**config.mk**
```make
export PLATFORM = sky130hd
export DESIGN_NAME = xccs_clock_select
export DESIGN_NICKNAME = d
export VERILOG_FILES = /design/src/xccs_pkg.sv /design/src/xccs_rx_div2.sv /design/src/xccs_clock_select.sv
export SDC_FILE = /design/constraint.sdc
export NUM_CORES = 1
export LEC_CHECK = 0
export BUFFER_PORTS_ARGS = -buffer_cell sky130_fd_sc_hd__buf_2
export CORE_MARGIN = 5
export CORE_UTILIZATION = 30
export CTS_CLUSTER_SIZE = 24
export DETAILED_ROUTE_END_ITERATION = 16
export GPL_ROUTABILITY_DRIVEN = 0
export HOLD_SLACK_MARGIN = 0.08
export SYNTH_ARGS = -nofsm -noshare
export SYNTH_HDL_FRONTEND = slang
export SYNTH_SLANG_ARGS = --single-unit
export TNS_END_PERCENT = 50
```
**constraint.sdc**
```tcl
create_clock -name clk_i -period 2.18 [get_ports clk_i]
set_input_delay 0.218 -clock clk_i [delete_from_list [all_inputs] [get_ports clk_i]]
set_output_delay 0.218 -clock clk_i [all_outputs]
set_load 0.02 [all_outputs]
```
**src/xccs_pkg.sv**
```systemverilog
// package: register map, field layout and types of the transceiver core clock select
package xccs_pkg;

   // channel count of one transceiver group
   localparam int unsigned XCCS_NCH = 4;

   // register byte offsets on the wishbone bus
   localparam logic [3:0] XCCS_CFG_OFS = 4'h0;
   localparam logic [3:0] XCCS_STAT_OFS = 4'h4;

   // configuration register field positions
   localparam int unsigned XCCS_TX_SHARED_BIT = 0;
   localparam int unsigned XCCS_RX_MODE_LSB = 1;
   localparam int unsigned XCCS_TX_CORE_LSB = 4;
   localparam int unsigned XCCS_RX_CORE_LSB = 8;
   localparam int unsigned XCCS_RX_DIV_LSB = 12;

   // status register field positions
   localparam int unsigned XCCS_STAT_PHASE_LSB = 0;
   localparam int unsigned XCCS_STAT_BUSY_BIT = 4;
   localparam int unsigned XCCS_STAT_REFUSED_BIT = 5;

   // reset values
   localparam logic XCCS_TX_SHARED_RST = 1'b0;
   localparam logic [3:0] XCCS_CORE_EN_RST = 4'h0;
   localparam logic [3:0] XCCS_RX_DIV_RST = 4'h0;
   localparam logic [31:0] XCCS_DATA_ZERO = 32'h0000_0000;

   // read clock source of the receive fifos when no core clock is chosen
   typedef enum logic [1:0] {
      XCCS_RX_SHARED_TX0,
      XCCS_RX_OWN_TX,
      XCCS_RX_OWN_RX,
      XCCS_RX_RESERVED
   } xccs_rx_src_t;

   // incoming clock ticks, one bit per channel, synchronous to clk_i
   typedef struct packed {
      logic [XCCS_NCH-1:0] tx_par;   // transmit parallel output clock
      logic [XCCS_NCH-1:0] rx_par;   // receive parallel output clock
      logic [XCCS_NCH-1:0] tx_core;  // fabric transmit core clock
      logic [XCCS_NCH-1:0] rx_core;  // fabric receive core clock
   } xccs_clk_in_t;

   // selected fifo clock ticks, one bit per channel
   typedef struct packed {
      logic [XCCS_NCH-1:0] tx_wr;    // transmit fifo write clock
      logic [XCCS_NCH-1:0] rx_rd;    // receive fifo read clock
   } xccs_fifo_clk_t;

endpackage : xccs_pkg

```
**src/xccs_rx_div2.sv**
```systemverilog
// receive path divide-by-two stage of one channel's analog front end
`timescale 1ns/100ps
`default_nettype none

module xccs_rx_div2 (
   input wire logic clk_i,      // system clock
   input wire logic rst_i,      // synchronous reset, active high
   input wire logic en_i,       // divider enabled: half rate
   input wire logic tick_i,     // receive parallel clock tick
   output logic tick_o,         // divided tick, combinational
   output logic phase_o         // divider phase, registered
);

   logic phase_r;
   logic phase_nxt;

   // phase flips on each tick while enabled; parked low when off
   always_comb begin
      phase_nxt = phase_r;
      if (!en_i) begin
         phase_nxt = 1'b0;
      end else if (tick_i) begin
         phase_nxt = ~phase_r;
      end
   end

   always_ff @(posedge clk_i) begin
      if (rst_i) begin
         phase_r <= 1'b0;
      end else begin
         phase_r <= phase_nxt;
      end
   end

   // every second tick passes when enabled, every tick otherwise
   assign tick_o = tick_i & (~en_i | phase_r);
   assign phase_o = phase_r;

endmodule : xccs_rx_div2

`default_nettype wire

```
**src/xccs_clock_select.sv**
```systemverilog
// top: fifo clock source selection for a four-channel transceiver group
// Functional notes
// - each receiver has a divide-by-two stage giving half data rate, no extra pll
// - the divider changes only the receive path; transmit rate stays unchanged
// - transmit fifo write clock is core clock or output clock; core clock wins
// - shared transmit clocking: channel 0 transmit clock writes every transmit fifo
// - per-channel transmit clocking: own transmit clock writes own transmit fifo
// - receive fifo read clock is core clock or output clock; core clock wins
// - shared receive clocking: channel 0 transmit clock reads every receive fifo
// - second receive choice: own transmit clock reads own receive fifo
// - third receive choice: own receive clock reads own receive fifo
//
// Local design decisions: register access over Wishbone and the address map.
`timescale 1ns/100ps
`default_nettype none

module xccs_clock_select (
   input wire logic clk_i,                      // system clock, 100 MHz
   input wire logic rst_i,                      // synchronous reset, active high
   input wire logic wb_cyc_i,                   // wishbone cycle
   input wire logic wb_stb_i,                   // wishbone strobe
   input wire logic wb_we_i,                    // wishbone write enable
   input wire logic [3:0] wb_adr_i,             // wishbone byte address
   input wire logic [3:0] wb_sel_i,             // wishbone byte lanes
   input wire logic [31:0] wb_dat_i,            // wishbone write data
   output logic [31:0] wb_dat_o,                // wishbone read data
   output logic wb_ack_o,                       // wishbone acknowledge
   input wire logic fifo_busy_i,                // fifos are transferring data
   input wire xccs_pkg::xccs_clk_in_t clk_in_i, // incoming clock ticks
   output xccs_pkg::xccs_fifo_clk_t fifo_clk_o, // selected fifo clock ticks
   output logic [3:0] rx_div_phase_o            // divider phase per channel
);
   import xccs_pkg::*;

   // configuration state
   logic tx_shared_r;
   logic tx_shared_nxt;
   xccs_rx_src_t rx_mode_r;
   xccs_rx_src_t rx_mode_nxt;
   logic [XCCS_NCH-1:0] tx_core_en_r;
   logic [XCCS_NCH-1:0] tx_core_en_nxt;
   logic [XCCS_NCH-1:0] rx_core_en_r;
   logic [XCCS_NCH-1:0] rx_core_en_nxt;
   logic [XCCS_NCH-1:0] rx_div_en_r;
   logic [XCCS_NCH-1:0] rx_div_en_nxt;
   logic refused_r;
   logic refused_nxt;

   // bus state
   logic ack_r;
   logic ack_nxt;
   logic [31:0] rdata_r;
   logic [31:0] rdata_nxt;

   // clock path state
   xccs_fifo_clk_t fifo_clk_r;
   xccs_fifo_clk_t fifo_clk_nxt;
   logic [XCCS_NCH-1:0] phase_r;
   logic [XCCS_NCH-1:0] phase_nxt;

   // per-channel selection results
   logic [XCCS_NCH-1:0] rx_div_tick;
   logic [XCCS_NCH-1:0] div_phase;
   logic [XCCS_NCH-1:0] tx_sel;
   logic [XCCS_NCH-1:0] rx_sel;

   // bus decode
   logic req;
   logic wr_cfg;
   logic wr_take;
   logic [31:0] cfg_word;
   logic [31:0] stat_word;
   logic [31:0] cfg_new;

   assign req = wb_cyc_i & wb_stb_i;
   // write lands on the edge where the master samples ack
   assign wr_take = req & wb_we_i & ack_r;
   assign wr_cfg = wr_take & (wb_adr_i == XCCS_CFG_OFS);

   // readback images of both registers
   always_comb begin
      cfg_word = XCCS_DATA_ZERO;
      cfg_word[XCCS_TX_SHARED_BIT] = tx_shared_r;
      cfg_word[XCCS_RX_MODE_LSB +: 2] = rx_mode_r;
      cfg_word[XCCS_TX_CORE_LSB +: XCCS_NCH] = tx_core_en_r;
      cfg_word[XCCS_RX_CORE_LSB +: XCCS_NCH] = rx_core_en_r;
      cfg_word[XCCS_RX_DIV_LSB +: XCCS_NCH] = rx_div_en_r;
      stat_word = XCCS_DATA_ZERO;
      stat_word[XCCS_STAT_PHASE_LSB +: XCCS_NCH] = phase_r;
      stat_word[XCCS_STAT_BUSY_BIT] = fifo_busy_i;
      stat_word[XCCS_STAT_REFUSED_BIT] = refused_r;
   end

   // byte lanes merge write data over the current image
   always_comb begin
      cfg_new = cfg_word;
      if (wb_sel_i[0]) begin
         cfg_new[7:0] = wb_dat_i[7:0];
      end
      if (wb_sel_i[1]) begin
         cfg_new[15:8] = wb_dat_i[15:8];
      end
   end

   // classic wishbone: one wait state, ack for one cycle, unmapped reads zero
   always_comb begin
      ack_nxt = req & ~ack_r;
      rdata_nxt = rdata_r;
      if (req && !ack_r) begin
         case (wb_adr_i)
            XCCS_CFG_OFS: begin
               rdata_nxt = cfg_word;
            end
            XCCS_STAT_OFS: begin
               rdata_nxt = stat_word;
            end
            default: begin
               rdata_nxt = XCCS_DATA_ZERO;
            end
         endcase
      end
   end

   always_ff @(posedge clk_i) begin
      if (rst_i) begin
         ack_r <= 1'b0;
         rdata_r <= XCCS_DATA_ZERO;
      end else begin
         ack_r <= ack_nxt;
         rdata_r <= rdata_nxt;
      end
   end

   // clock selections only move while the fifos are idle
   // the divider enable sits in the same word, so rate changes are gated too
   always_comb begin
      tx_shared_nxt = tx_shared_r;
      rx_mode_nxt = rx_mode_r;
      tx_core_en_nxt = tx_core_en_r;
      rx_core_en_nxt = rx_core_en_r;
      rx_div_en_nxt = rx_div_en_r;
      refused_nxt = refused_r;
      if (wr_cfg && fifo_busy_i) begin
         refused_nxt = 1'b1;
      end else if (wr_cfg) begin
         refused_nxt = 1'b0;
         tx_shared_nxt = cfg_new[XCCS_TX_SHARED_BIT];
         rx_mode_nxt = xccs_rx_src_t'(cfg_new[XCCS_RX_MODE_LSB +: 2]);
         tx_core_en_nxt = cfg_new[XCCS_TX_CORE_LSB +: XCCS_NCH];
         rx_core_en_nxt = cfg_new[XCCS_RX_CORE_LSB +: XCCS_NCH];
         rx_div_en_nxt = cfg_new[XCCS_RX_DIV_LSB +: XCCS_NCH];
      end
   end

   always_ff @(posedge clk_i) begin
      if (rst_i) begin
         tx_shared_r <= XCCS_TX_SHARED_RST;
         rx_mode_r <= XCCS_RX_OWN_RX;
         tx_core_en_r <= XCCS_CORE_EN_RST;
         rx_core_en_r <= XCCS_CORE_EN_RST;
         rx_div_en_r <= XCCS_RX_DIV_RST;
         refused_r <= 1'b0;
      end else begin
         tx_shared_r <= tx_shared_nxt;
         rx_mode_r <= rx_mode_nxt;
         tx_core_en_r <= tx_core_en_nxt;
         rx_core_en_r <= rx_core_en_nxt;
         rx_div_en_r <= rx_div_en_nxt;
         refused_r <= refused_nxt;
      end
   end

   // per-channel clock muxes; the divider sits on the receive clock only
   for (genvar ch = 0; ch < XCCS_NCH; ch++) begin : g_chan
      xccs_rx_div2 u_div (
         .clk_i(clk_i),
         .rst_i(rst_i),
         .en_i(rx_div_en_r[ch]),
         .tick_i(clk_in_i.rx_par[ch]),
         .tick_o(rx_div_tick[ch]),
         .phase_o(div_phase[ch])
      );

      // transmit side never sees the divider
      always_comb begin
         if (tx_core_en_r[ch]) begin
            tx_sel[ch] = clk_in_i.tx_core[ch];
         end else if (tx_shared_r) begin
            tx_sel[ch] = clk_in_i.tx_par[0];
         end else begin
            tx_sel[ch] = clk_in_i.tx_par[ch];
         end
      end

      // core clock overrides every output-clock routing
      always_comb begin
         if (rx_core_en_r[ch]) begin
            rx_sel[ch] = clk_in_i.rx_core[ch];
         end else begin
            case (rx_mode_r)
               XCCS_RX_SHARED_TX0: begin
                  rx_sel[ch] = clk_in_i.tx_par[0];
               end
               XCCS_RX_OWN_TX: begin
                  rx_sel[ch] = clk_in_i.tx_par[ch];
               end
               default: begin
                  // reserved code falls back to the receiver's own clock
                  rx_sel[ch] = rx_div_tick[ch];
               end
            endcase
         end
      end
   end

   // register the selected ticks so every output leaves a flip-flop
   always_comb begin
      fifo_clk_nxt.tx_wr = tx_sel;
      fifo_clk_nxt.rx_rd = rx_sel;
      phase_nxt = div_phase;
   end

   always_ff @(posedge clk_i) begin
      if (rst_i) begin
         fifo_clk_r <= '0;
         phase_r <= '0;
      end else begin
         fifo_clk_r <= fifo_clk_nxt;
         phase_r <= phase_nxt;
      end
   end

   assign wb_ack_o = ack_r;
   assign wb_dat_o = rdata_r;
   assign fifo_clk_o = fifo_clk_r;
   assign rx_div_phase_o = phase_r;

endmodule : xccs_clock_select

`default_nettype wire

```
==> qor.txt, run 1 <==
Status - finished, final reports clean
Vias in the first global route - 1717
Worst Max-Slew Pin Slew - 0.661 ns
Final wirelength - 5420 um
Clock-pin transition on the worst setup and hold timing paths - 0.09 ns
RSZ-0062 raised after global routing - false
Count of cell types in the netlist - 26
Slowest CP cell - or4_4
Setup Fix Bufs, Post-CTS - 0
Die width - 95.7 um
Crit path DAT - 1.68 ns
Max Fclk - 0.684 GHz
Final hold vios - 0
Fillcell total - 770
Min-Delay Path Class - in2reg
Layout area overhead - 23.8%
PortBufs - 71
Max FO, Critical Path - 8
Die area - 9160 um2
# IOs - 107
Seq/Total Area, Yosys - 44.5%
Deepest clock path buffer count - 2
Antenna cells - 0
Final setup vio count - 0
Yosys top cell by area - dfxtp_1
Top cells by area, synth - dfxtp_1, nand2b_1, mux2i_1
Row cnt - 31
Clock skew - 0.0126 ns
CP Launch Type - input port
CP Class - in2reg
Power density cells - 637 nW/um2
Max-cap violations - 0
Required time worst endpoint - 2.40 ns
Final global-route overflow total - 0
First-pass GRT wire length - 8380 um
Cell area after synthesis - 2200 um2
Avg Vias per Cell - 4.39
DR WL/cell - 13.3 um
Clk Latency, worst-skew pair - 0.30 ns
Tmin final - 1.46 ns
Post-synth EDFFs - 0
HPWL Detailed - 4210 um
Largest net degree at the start of global routing - 29
Count leader, synth - dfxtp_1
Slew Viols, Final - 0
Top FF cell, synth - dfxtp_1
Vias - 1792
Relative slew slack - 55.8%
Starting DRT DRC Count - 45
CP max stage delay - 0.58 ns
Internal power - 1340 uW
Synth Register Bits - 49
VDD IR max - 0.000299 V
Initial Util - 30.5%
Global-route usage over all layers - 12.1%
Sequential share of power - 52.1%
Nets - 370
Leakage power total - 0.00114 uW
Clk pwr share - 38.1%
CTS tree - built
Worst setup EP type - flip-flop
Combinational power share - 9.7%
Die Ht - 95.7 um
Sw Pwr - 395 uW
Sw Ratio - 22.7%
Root Driver - clkbuf_8
Avg Cell Area, Syn - 9.34 um2
Setup Total Neg Slack - 0 ns
TritonRoute pass-1 iters - 4
Final ANT Viol Nets - 0
Fraction of layout cells with a size suffix above 1 - 32.0%
Core Area - 7210 um2
Most instantiated cells after synthesis - dfxtp_1, nand2b_1, mux2i_1, nand2_1, a21oi_1
Total CTS buffers - 5
Hold_buf cts - 0
Post-synthesis async set-or-reset flop share - 0%
H-tree lvl count - 2
Initial antenna violation count - 0
Post-synth top area share - 44.5%
CTS Sinks - 49
Crit share post-route - 67.1%
Final non-filler cell area - 2730 um2
Post-CTS Resized - 0
Mapped Cells - 236
Yosys Warn Count - 0
CP Cell Sequence - buf_2, or4_4, nor4_4, buf_4, mux2i_1
Area after DPL - 2610 um2
DR DRC count - 0
worst max-delay path: cells and delay by family:
kind                   cells  cell delay (ns)
buffers and inverters      2             0.42
multiplexers               1             0.20
AND/OR/NAND/NOR            2             0.85
layout by cell type, fill, tap and decap left out, types with 2 or more instances in the layout:
| master | count |
|---|---|
| buf_2 | 71 |
| dfxtp_1 | 49 |
| nand2b_1 | 32 |
| nand2_1 | 19 |
| mux2i_1 | 19 |
| a21oi_1 | 18 |
| nand3_1 | 16 |
| conb_1 | 16 |
| nor2_1 | 11 |
| mux2_2 | 11 |
| inv_1 | 8 |
| clkbuf_8 | 6 |
| buf_4 | 5 |
| xnor2_1 | 4 |
| a221oi_1 | 4 |
| nor2b_1 | 4 |
| a31oi_1 | 3 |
| nand4_1 | 2 |
| nor4_4 | 2 |
layout make-up:
type	instances	area, um2	share of cell area [%]
Multi-Input combinational cell	168	1080	39.7
Sequential cell	49	981	36.0
Timing Repair Buffer	76	393	14.4
Tap cell	99	124	4.54
Clock buffer	7	86.3	3.17
Clock inverter	1	30.0	1.10
Inverter	8	30.0	1.10
worst paths after layout:
path | start | to | slack, ns | depth (start not counted)
hold reg to reg | wb_dat_o[10] | wb_dat_o[10] | 0.45 | 2
hold / removal | clk_in_i[4] | fifo_clk_o[4] | 0.14 | 3
setup / recovery | wb_adr_i[2] | rx_div_en_r[1] | 0.72 | 5
setup reg to reg | wb_ack_o | rx_div_en_r[1] | 0.74 | 4
per-layer routing:
metal	global-route usage, %	vias to the layer above	wire length [um]
met4	4.27	0	89
met2	20.3	60	2540
met1	14.9	818	2380
met3	3.28	10	416
li1	-	904	-
met5	0	-	0
registers in the layout, summed over array words and instances (netlist names), 2 cells and up:
name,count
rx_mode_r,2
wb_dat_o,16
g_chan.u_div.phase_o,4
tx_core_en_r,4
rx_div_en_r,4
rx_core_en_r,4
fifo_clk_o,8
rx_div_phase_o,4
metrics by stage:
stage	total power, uW	instances	hold WS, ns	setup WS [ns]	utilization (%)
after floorplan	1050	251	0.355	0.470	-
after global placement	1100	400	0.437	0.447	36.2
after detailed placement	1100	400	0.444	0.412	36.2
after CTS	1760	408	0.144	0.712	37.8
after global routing	1820	408	0.160	0.640	37.8
final	1740	408	0.145	0.717	37.8
kinds of logic after synthesis:
family                    synth area share [%]
and+or+nand+nor                           23.8
DFF                                       44.5
buffers and inverters                     8.86
muxes                                     14.3
AOI/OAI and AO/OA                         6.76
xor gates and xnor gates                  1.59
other                                    0.170
power by group through the flow:
stage	clock network, uW	registers [uW]	logic (uW)
2_1_floorplan	0	939	112
3_3_place_gp	0	927	169
3_5_place_dp	0	927	170
4_1_cts	686	906	171
5_1_grt	729	908	188
6_report	662	906	169
(Power assumes the default switching activity.)
==> run 2, diff against run 1 <==
Clock period 2.18 ns to 1.3 ns, I/O delays scaled along.
==> run 2 against run 1 <==
  * Clock-buffer cell count unchanged
  * Register-to-register slack worse by 0.73 ns
  * Largest power group unchanged
  * Via count up 1.8%
  * Utilization up 2.5 points
  * Final area up 6.7%
  * The flow now finishes with violations (setup timing)
  * Worst hold slack worse by 0.061 ns
  * Sequential share of layout area down 2.2 points
  * Wire length up 4.0%
  * Global-route usage up 0.44 points
  * Critical path type unchanged
  * First-iteration DRC count up 49%
  * Critical path depth unchanged
  * Die area unchanged
==> qor.txt, run 2 (synthesis results as in run 1) <==
Final wirelength - 5640 um (+4.0%)
Leading cell type in the layout, fill and taps excluded - buf_2
Final setup vio count - 8 (+8)
Clk Latency, worst-skew pair - 0.30 ns (about the same)
Required time worst endpoint - 1.53 ns (-0.87 ns)
Setup WS post-layout - -0.0528 ns (-0.770 ns)
VDD IR max - 0.000356 V (+19%)
Die width - 95.7 um (unchanged)
Clock-pin transition on the worst setup and hold timing paths - 0.09 ns (about the same)
Row cnt - 31 (unchanged)
Tmin final - 1.35 ns
Die Ht - 95.7 um (unchanged)
Reg-to-reg slack, setup - 0.01 ns (-0.73 ns)
# IOs - 107 (unchanged)
Total CTS buffers - 5 (unchanged)
Root Driver - clkbuf_8
Leakage power total - 0.00123 uW (+7.7%)
Crit share post-route - 104%
Grt met3 use - 3.83% (+0.55 points)
Die area - 9160 um2 (unchanged)
Global-route usage over all layers - 12.5% (+0.44 points)
Final hold vios - 0 (unchanged)
Power density cells - 1020 nW/um2 (+60%)
Area of the multi-input gates - 1090 um2 (+0.35%)
Initial antenna violation count - 0 (unchanged)
Pre-CTS WS - -0.342 ns (-0.754 ns)
Largest net degree at the start of global routing - 61 (+110%)
Vias in the first global route - 1820 (+6.0%)
Non-filler cells, final - 423 (+3.7%)
Layout area overhead - 32.1%
Fraction of layout cells with a size suffix above 1 - 34.3% (+2.2 points)
DR WL/cell - 13.3 um (+0.35%)
RSZ-0062 raised after global routing - true
HPWL Detailed - 4270 um (+1.4%)
PortBufs - 71 (unchanged)
Clock skew - 0.00607 ns (-0.00653 ns)
Failing checks - setup timing
Initial Util - 30.5% (unchanged)
Deepest clock path buffer count - 2 (unchanged)
Max-cap violations - 0 (unchanged)
Dpl cells - 406 (+1.5%)
Starting DRT DRC Count - 67 (+49%)
Largest register FFs - 16 (unchanged)
Core Area - 7210 um2 (unchanged)
Most frequent cells in the layout - buf_2, dfxtp_1, nand2b_1
First-pass GRT wire length - 8810 um (+5.2%)
Fillcell total - 793 (+3.0%)
Nets - 385 (+4.1%)
Status - complete, but fails checks
TritonRoute pass-1 iters - 4 (unchanged)
Min Hold Slack - 0.0835 ns (-0.0614 ns)
Crit path DAT - 1.58 ns (-0.10 ns)
Max Fclk - 0.739 GHz
Final ANT Viol Nets - 0 (unchanged)
CP max stage delay - 0.57 ns (about the same)
Min-Delay Path Class - in2reg
CTS Sinks - 49 (unchanged)
Grt met1 use - 15.7% (+0.81 points)
DR DRC count - 0 (unchanged)
Sequential cell area - 982 um2 (+0.13%)
Antenna cells - 0 (unchanged)
Max FO, Critical Path - 8 (unchanged)
CP Cell Sequence - buf_6, or4_4, nor4_4, buf_12, mux2i_2
Worst setup EP type - flip-flop
Top Usage Layer GRT - met2
CP Launch Type - input port
Avg Vias per Cell - 4.31 (-1.8%)
M2 GR Usage - 20.8% (+0.52 points)
CTS tree - built
Slew Viols, Final - 0 (unchanged)
Slowest CP cell - or4_4
Final global-route overflow total - 0 (unchanged)
Vias - 1825 (+1.8%)
CP Class - in2reg
H-tree lvl count - 2 (unchanged)
run 2: cell type report:
| class | instances | area share, % |
|---|---|---|
| timing repair buffer | 91 | 19.6 |
| sequential | 49 | 33.7 |
| tap | 99 | 4.25 |
| clock buffer | 7 | 2.97 |
| inverter | 8 | 1.03 |
| multi-input combinational | 168 | 37.3 |
| clock inverter | 1 | 1.03 |
run 2: metal layers:
layer	vias up	wire, um
li1	937	-
met1	830	2430
met2	56	2770
met3	2	410
met4	0	36
met5	-	0
run 2: what timing repair did:
action,CTS,global route
cloned,0,0
hold endpoints to repair,5,0
resized for setup,2,3
buffers inserted,2,2
pin swaps,2,3
hold buffers,5,0
endpoints found under the setup margin,16,16
run 2: stage by stage:
step	utilization, %	power [uW]	TNS [ns]	cell area (um2)
2_1_floorplan	-	1760	-4.37	2260
3_3_place_gp	37.3	1860	-4.03	2690
3_5_place_dp	37.3	1860	-4.22	2690
4_1_cts	39.9	3000	-0.466	2880
5_1_grt	40.4	3120	-0.373	2910
6_report	40.4	2960	-0.159	2910
run 2: where the power goes:
part,switching (uW),internal (uW)
logic,184,147
registers,4.02,1510
clock network,487,627
run 2: critical path, delay by kind of cell:
kind                   cells  cell delay [ns]
AND/OR/NAND/NOR            2             0.97
buffers and inverters      2             0.27
multiplexers               1             0.20
run 2: worst paths after layout:
kind / start / to / cells after the start
worst max-delay path: wb_adr_i[2] / rx_core_en_r[0] / 5
worst min-delay path: wb_dat_i[4] / tx_core_en_r[0] / 3
worst max register to register: wb_ack_o / rx_core_en_r[0] / 5
worst min register to register: wb_dat_o[1] / wb_dat_o[1] / 2
==> run 3, diff against run 2 <==
Settings changed: SKIP_CTS_REPAIR_TIMING set to 1.
==> run 3 against run 2 <==
  * The run still ends with setup timing left
  * Utilization shrank 0.99 points
  * Combinational power shrank 6%
  * Via count shrank 1.8%
  * Non-clock buffer count shrank 7
  * Sequential power is essentially flat
  * Maximum frequency shrank 4.5%
  * Power shrank 0.63%
  * Worst setup slack lost 0.064 ns
  * Die area is the same
  * Largest cell class unchanged
  * Highest routed layer unchanged
==> qor.txt, run 3 (synthesis results as in run 1) <==
Max-cap violations - 0 (unchanged)
Initial Util - 30.5% (unchanged)
Final global-route overflow total - 0 (unchanged)
DR DRC count - 0 (unchanged)
Final hold vios - 0 (unchanged)
Global-route usage over all layers - 12.3% (-0.23 points)
Required time worst endpoint - 1.52 ns (about the same)
Antenna cells - 0 (unchanged)
Clk Latency, worst-skew pair - 0.30 ns (about the same)
RSZ-0062 raised after global routing - true
Max Fclk - 0.706 GHz (-4.5%)
VDD IR max - 0.000355 V (-0.42%)
Die Ht - 95.7 um (unchanged)
Avg Vias per Cell - 4.31 (-0.10%)
Total CTS buffers - 5 (unchanged)
DR WL/cell - 13.3 um (-0.32%)
Core Area - 7210 um2 (unchanged)
Reg-to-reg slack, setup - -0.12 ns (-0.13 ns)
Starting DRT DRC Count - 79 (+18%)
Die area - 9160 um2 (unchanged)
H-tree lvl count - 2 (unchanged)
CP Launch Type - flip-flop
Vias in the first global route - 1760 (-3.3%)
Final wirelength - 5530 um (-2.0%)
TritonRoute pass-1 iters - 5 (+1)
Layout area overhead - 28.9%
Area after DPL - 2690 um2 (unchanged)
CP Class - reg2reg
CP max stage delay - 0.37 ns (-0.20 ns)
Final non-filler cell area - 2840 um2 (-2.4%)
Internal power - 2270 uW (-0.65%)
Clk pwr share - 37.8% (+0.2 points)
Clock skew - 0.00519 ns (-0.000875 ns)
Row cnt - 31 (unchanged)
Leakage power total - 0.00119 uW (-2.7%)
Slew Viols, Final - 0 (unchanged)
Sequential share of power - 51.6% (+0.4 points)
Sw Pwr - 671 uW (-0.56%)
CP Cell Sequence - nand4_1, buf_6, nor4_4, buf_12, mux2i_2
Min-Delay Path Class - in2reg
Combinational power share - 10.6% (-0.6 points)
Vias - 1793 (-1.8%)
Most frequent cells in the layout - buf_2, dfxtp_1, nand2b_1
Max FO, Critical Path - 8 (unchanged)
CTS tree - built
Nets - 378 (-1.8%)
Largest net degree at the start of global routing - 61 (unchanged)
Initial antenna violation count - 0 (unchanged)
Deepest clock path buffer count - 2 (unchanged)
PortBufs - 71 (unchanged)
Setup WS post-layout - -0.117 ns (-0.0641 ns)
Status - complete, but fails checks
Power density cells - 1040 nW/um2 (+1.9%)
Die width - 95.7 um (unchanged)
HPWL Detailed - 4270 um (unchanged)
Clock-pin transition on the worst setup and hold timing paths - 0.09 ns (about the same)
Largest register FFs - 16 (unchanged)
First-pass GRT wire length - 8610 um (-2.3%)
Worst setup EP type - flip-flop
Tot Pwr - 2950 uW (-0.63%)
Sw Ratio - 22.8% (about the same)
Fraction of layout cells with a size suffix above 1 - 34.1% (-0.19 points)
Root Driver - clkbuf_8
Crit path DAT - 1.64 ns (+0.06 ns)
Final ANT Viol Nets - 0 (unchanged)
Leading cell type in the layout, fill and taps excluded - buf_2
CTS Sinks - 49 (unchanged)
Crit share post-route - 109% (+4.9 points)
Final setup vio count - 8 (unchanged)
Slowest CP cell - nor4_4
# IOs - 107 (unchanged)
Tmin final - 1.42 ns (+0.0641 ns)
Failing checks - setup timing
[run 3: area by class of cell]
type | instances | area [um2]
Fill cell | 795 | 4370
Clock inverter | 1 | 30.0
Multi-Input combinational cell | 168 | 1090
Clock buffer | 7 | 86.3
Tap cell | 99 | 124
Sequential cell | 49 | 982
Inverter | 8 | 30.0
Timing Repair Buffer | 84 | 500
[run 3: path summary, 6_finish.rpt]
check	from	end	depth (start not counted)
worst max register to register	wb_ack_o	rx_core_en_r[0]	5
worst max-delay path	wb_ack_o	rx_core_en_r[0]	5
worst min-delay path	clk_in_i[5]	fifo_clk_o[5]	3
worst min register to register	wb_dat_o[1]	wb_dat_o[1]	2
[run 3: power groups by stage]
stage | Combinational (uW) | Clock (uW) | Sequential (uW)
floorplan | 189 | 0 | 1570
global placement | 308 | 0 | 1550
detailed placement | 309 | 0 | 1550
CTS | 311 | 1150 | 1520
global route | 343 | 1230 | 1520
finish | 312 | 1110 | 1520
[run 3: layer usage]
layer / wire length, um / global-route usage [%]
met5: 0 / 0
met4: 36 / 3.55
met1: 2370 / 15.5
met3: 426 / 3.99
met2: 2700 / 20.1
[run 3: critical path, delay by kind of cell (launching register included)]
family                 cells  cell delay (ns)
AND/OR/NAND/NOR            2             0.47
flip-flops                 1             0.34
buffers and inverters      2             0.33
multiplexers               1             0.20
[run 3: through the flow]
stage                     setup WS [ns]  TNS [ns]  util (%)  hold slack, ns  std cells
after global routing             -0.184     -1.26      39.4          0.0806        416
after CTS                        -0.101    -0.763      39.0          0.0631        414
after floorplan                  -0.287     -4.37         -           0.267        251
after detailed placement         -0.342     -4.22      37.3           0.375        406
after global placement           -0.310     -4.03      37.3           0.386        406
final                            -0.117    -0.667      39.4          0.0646        416
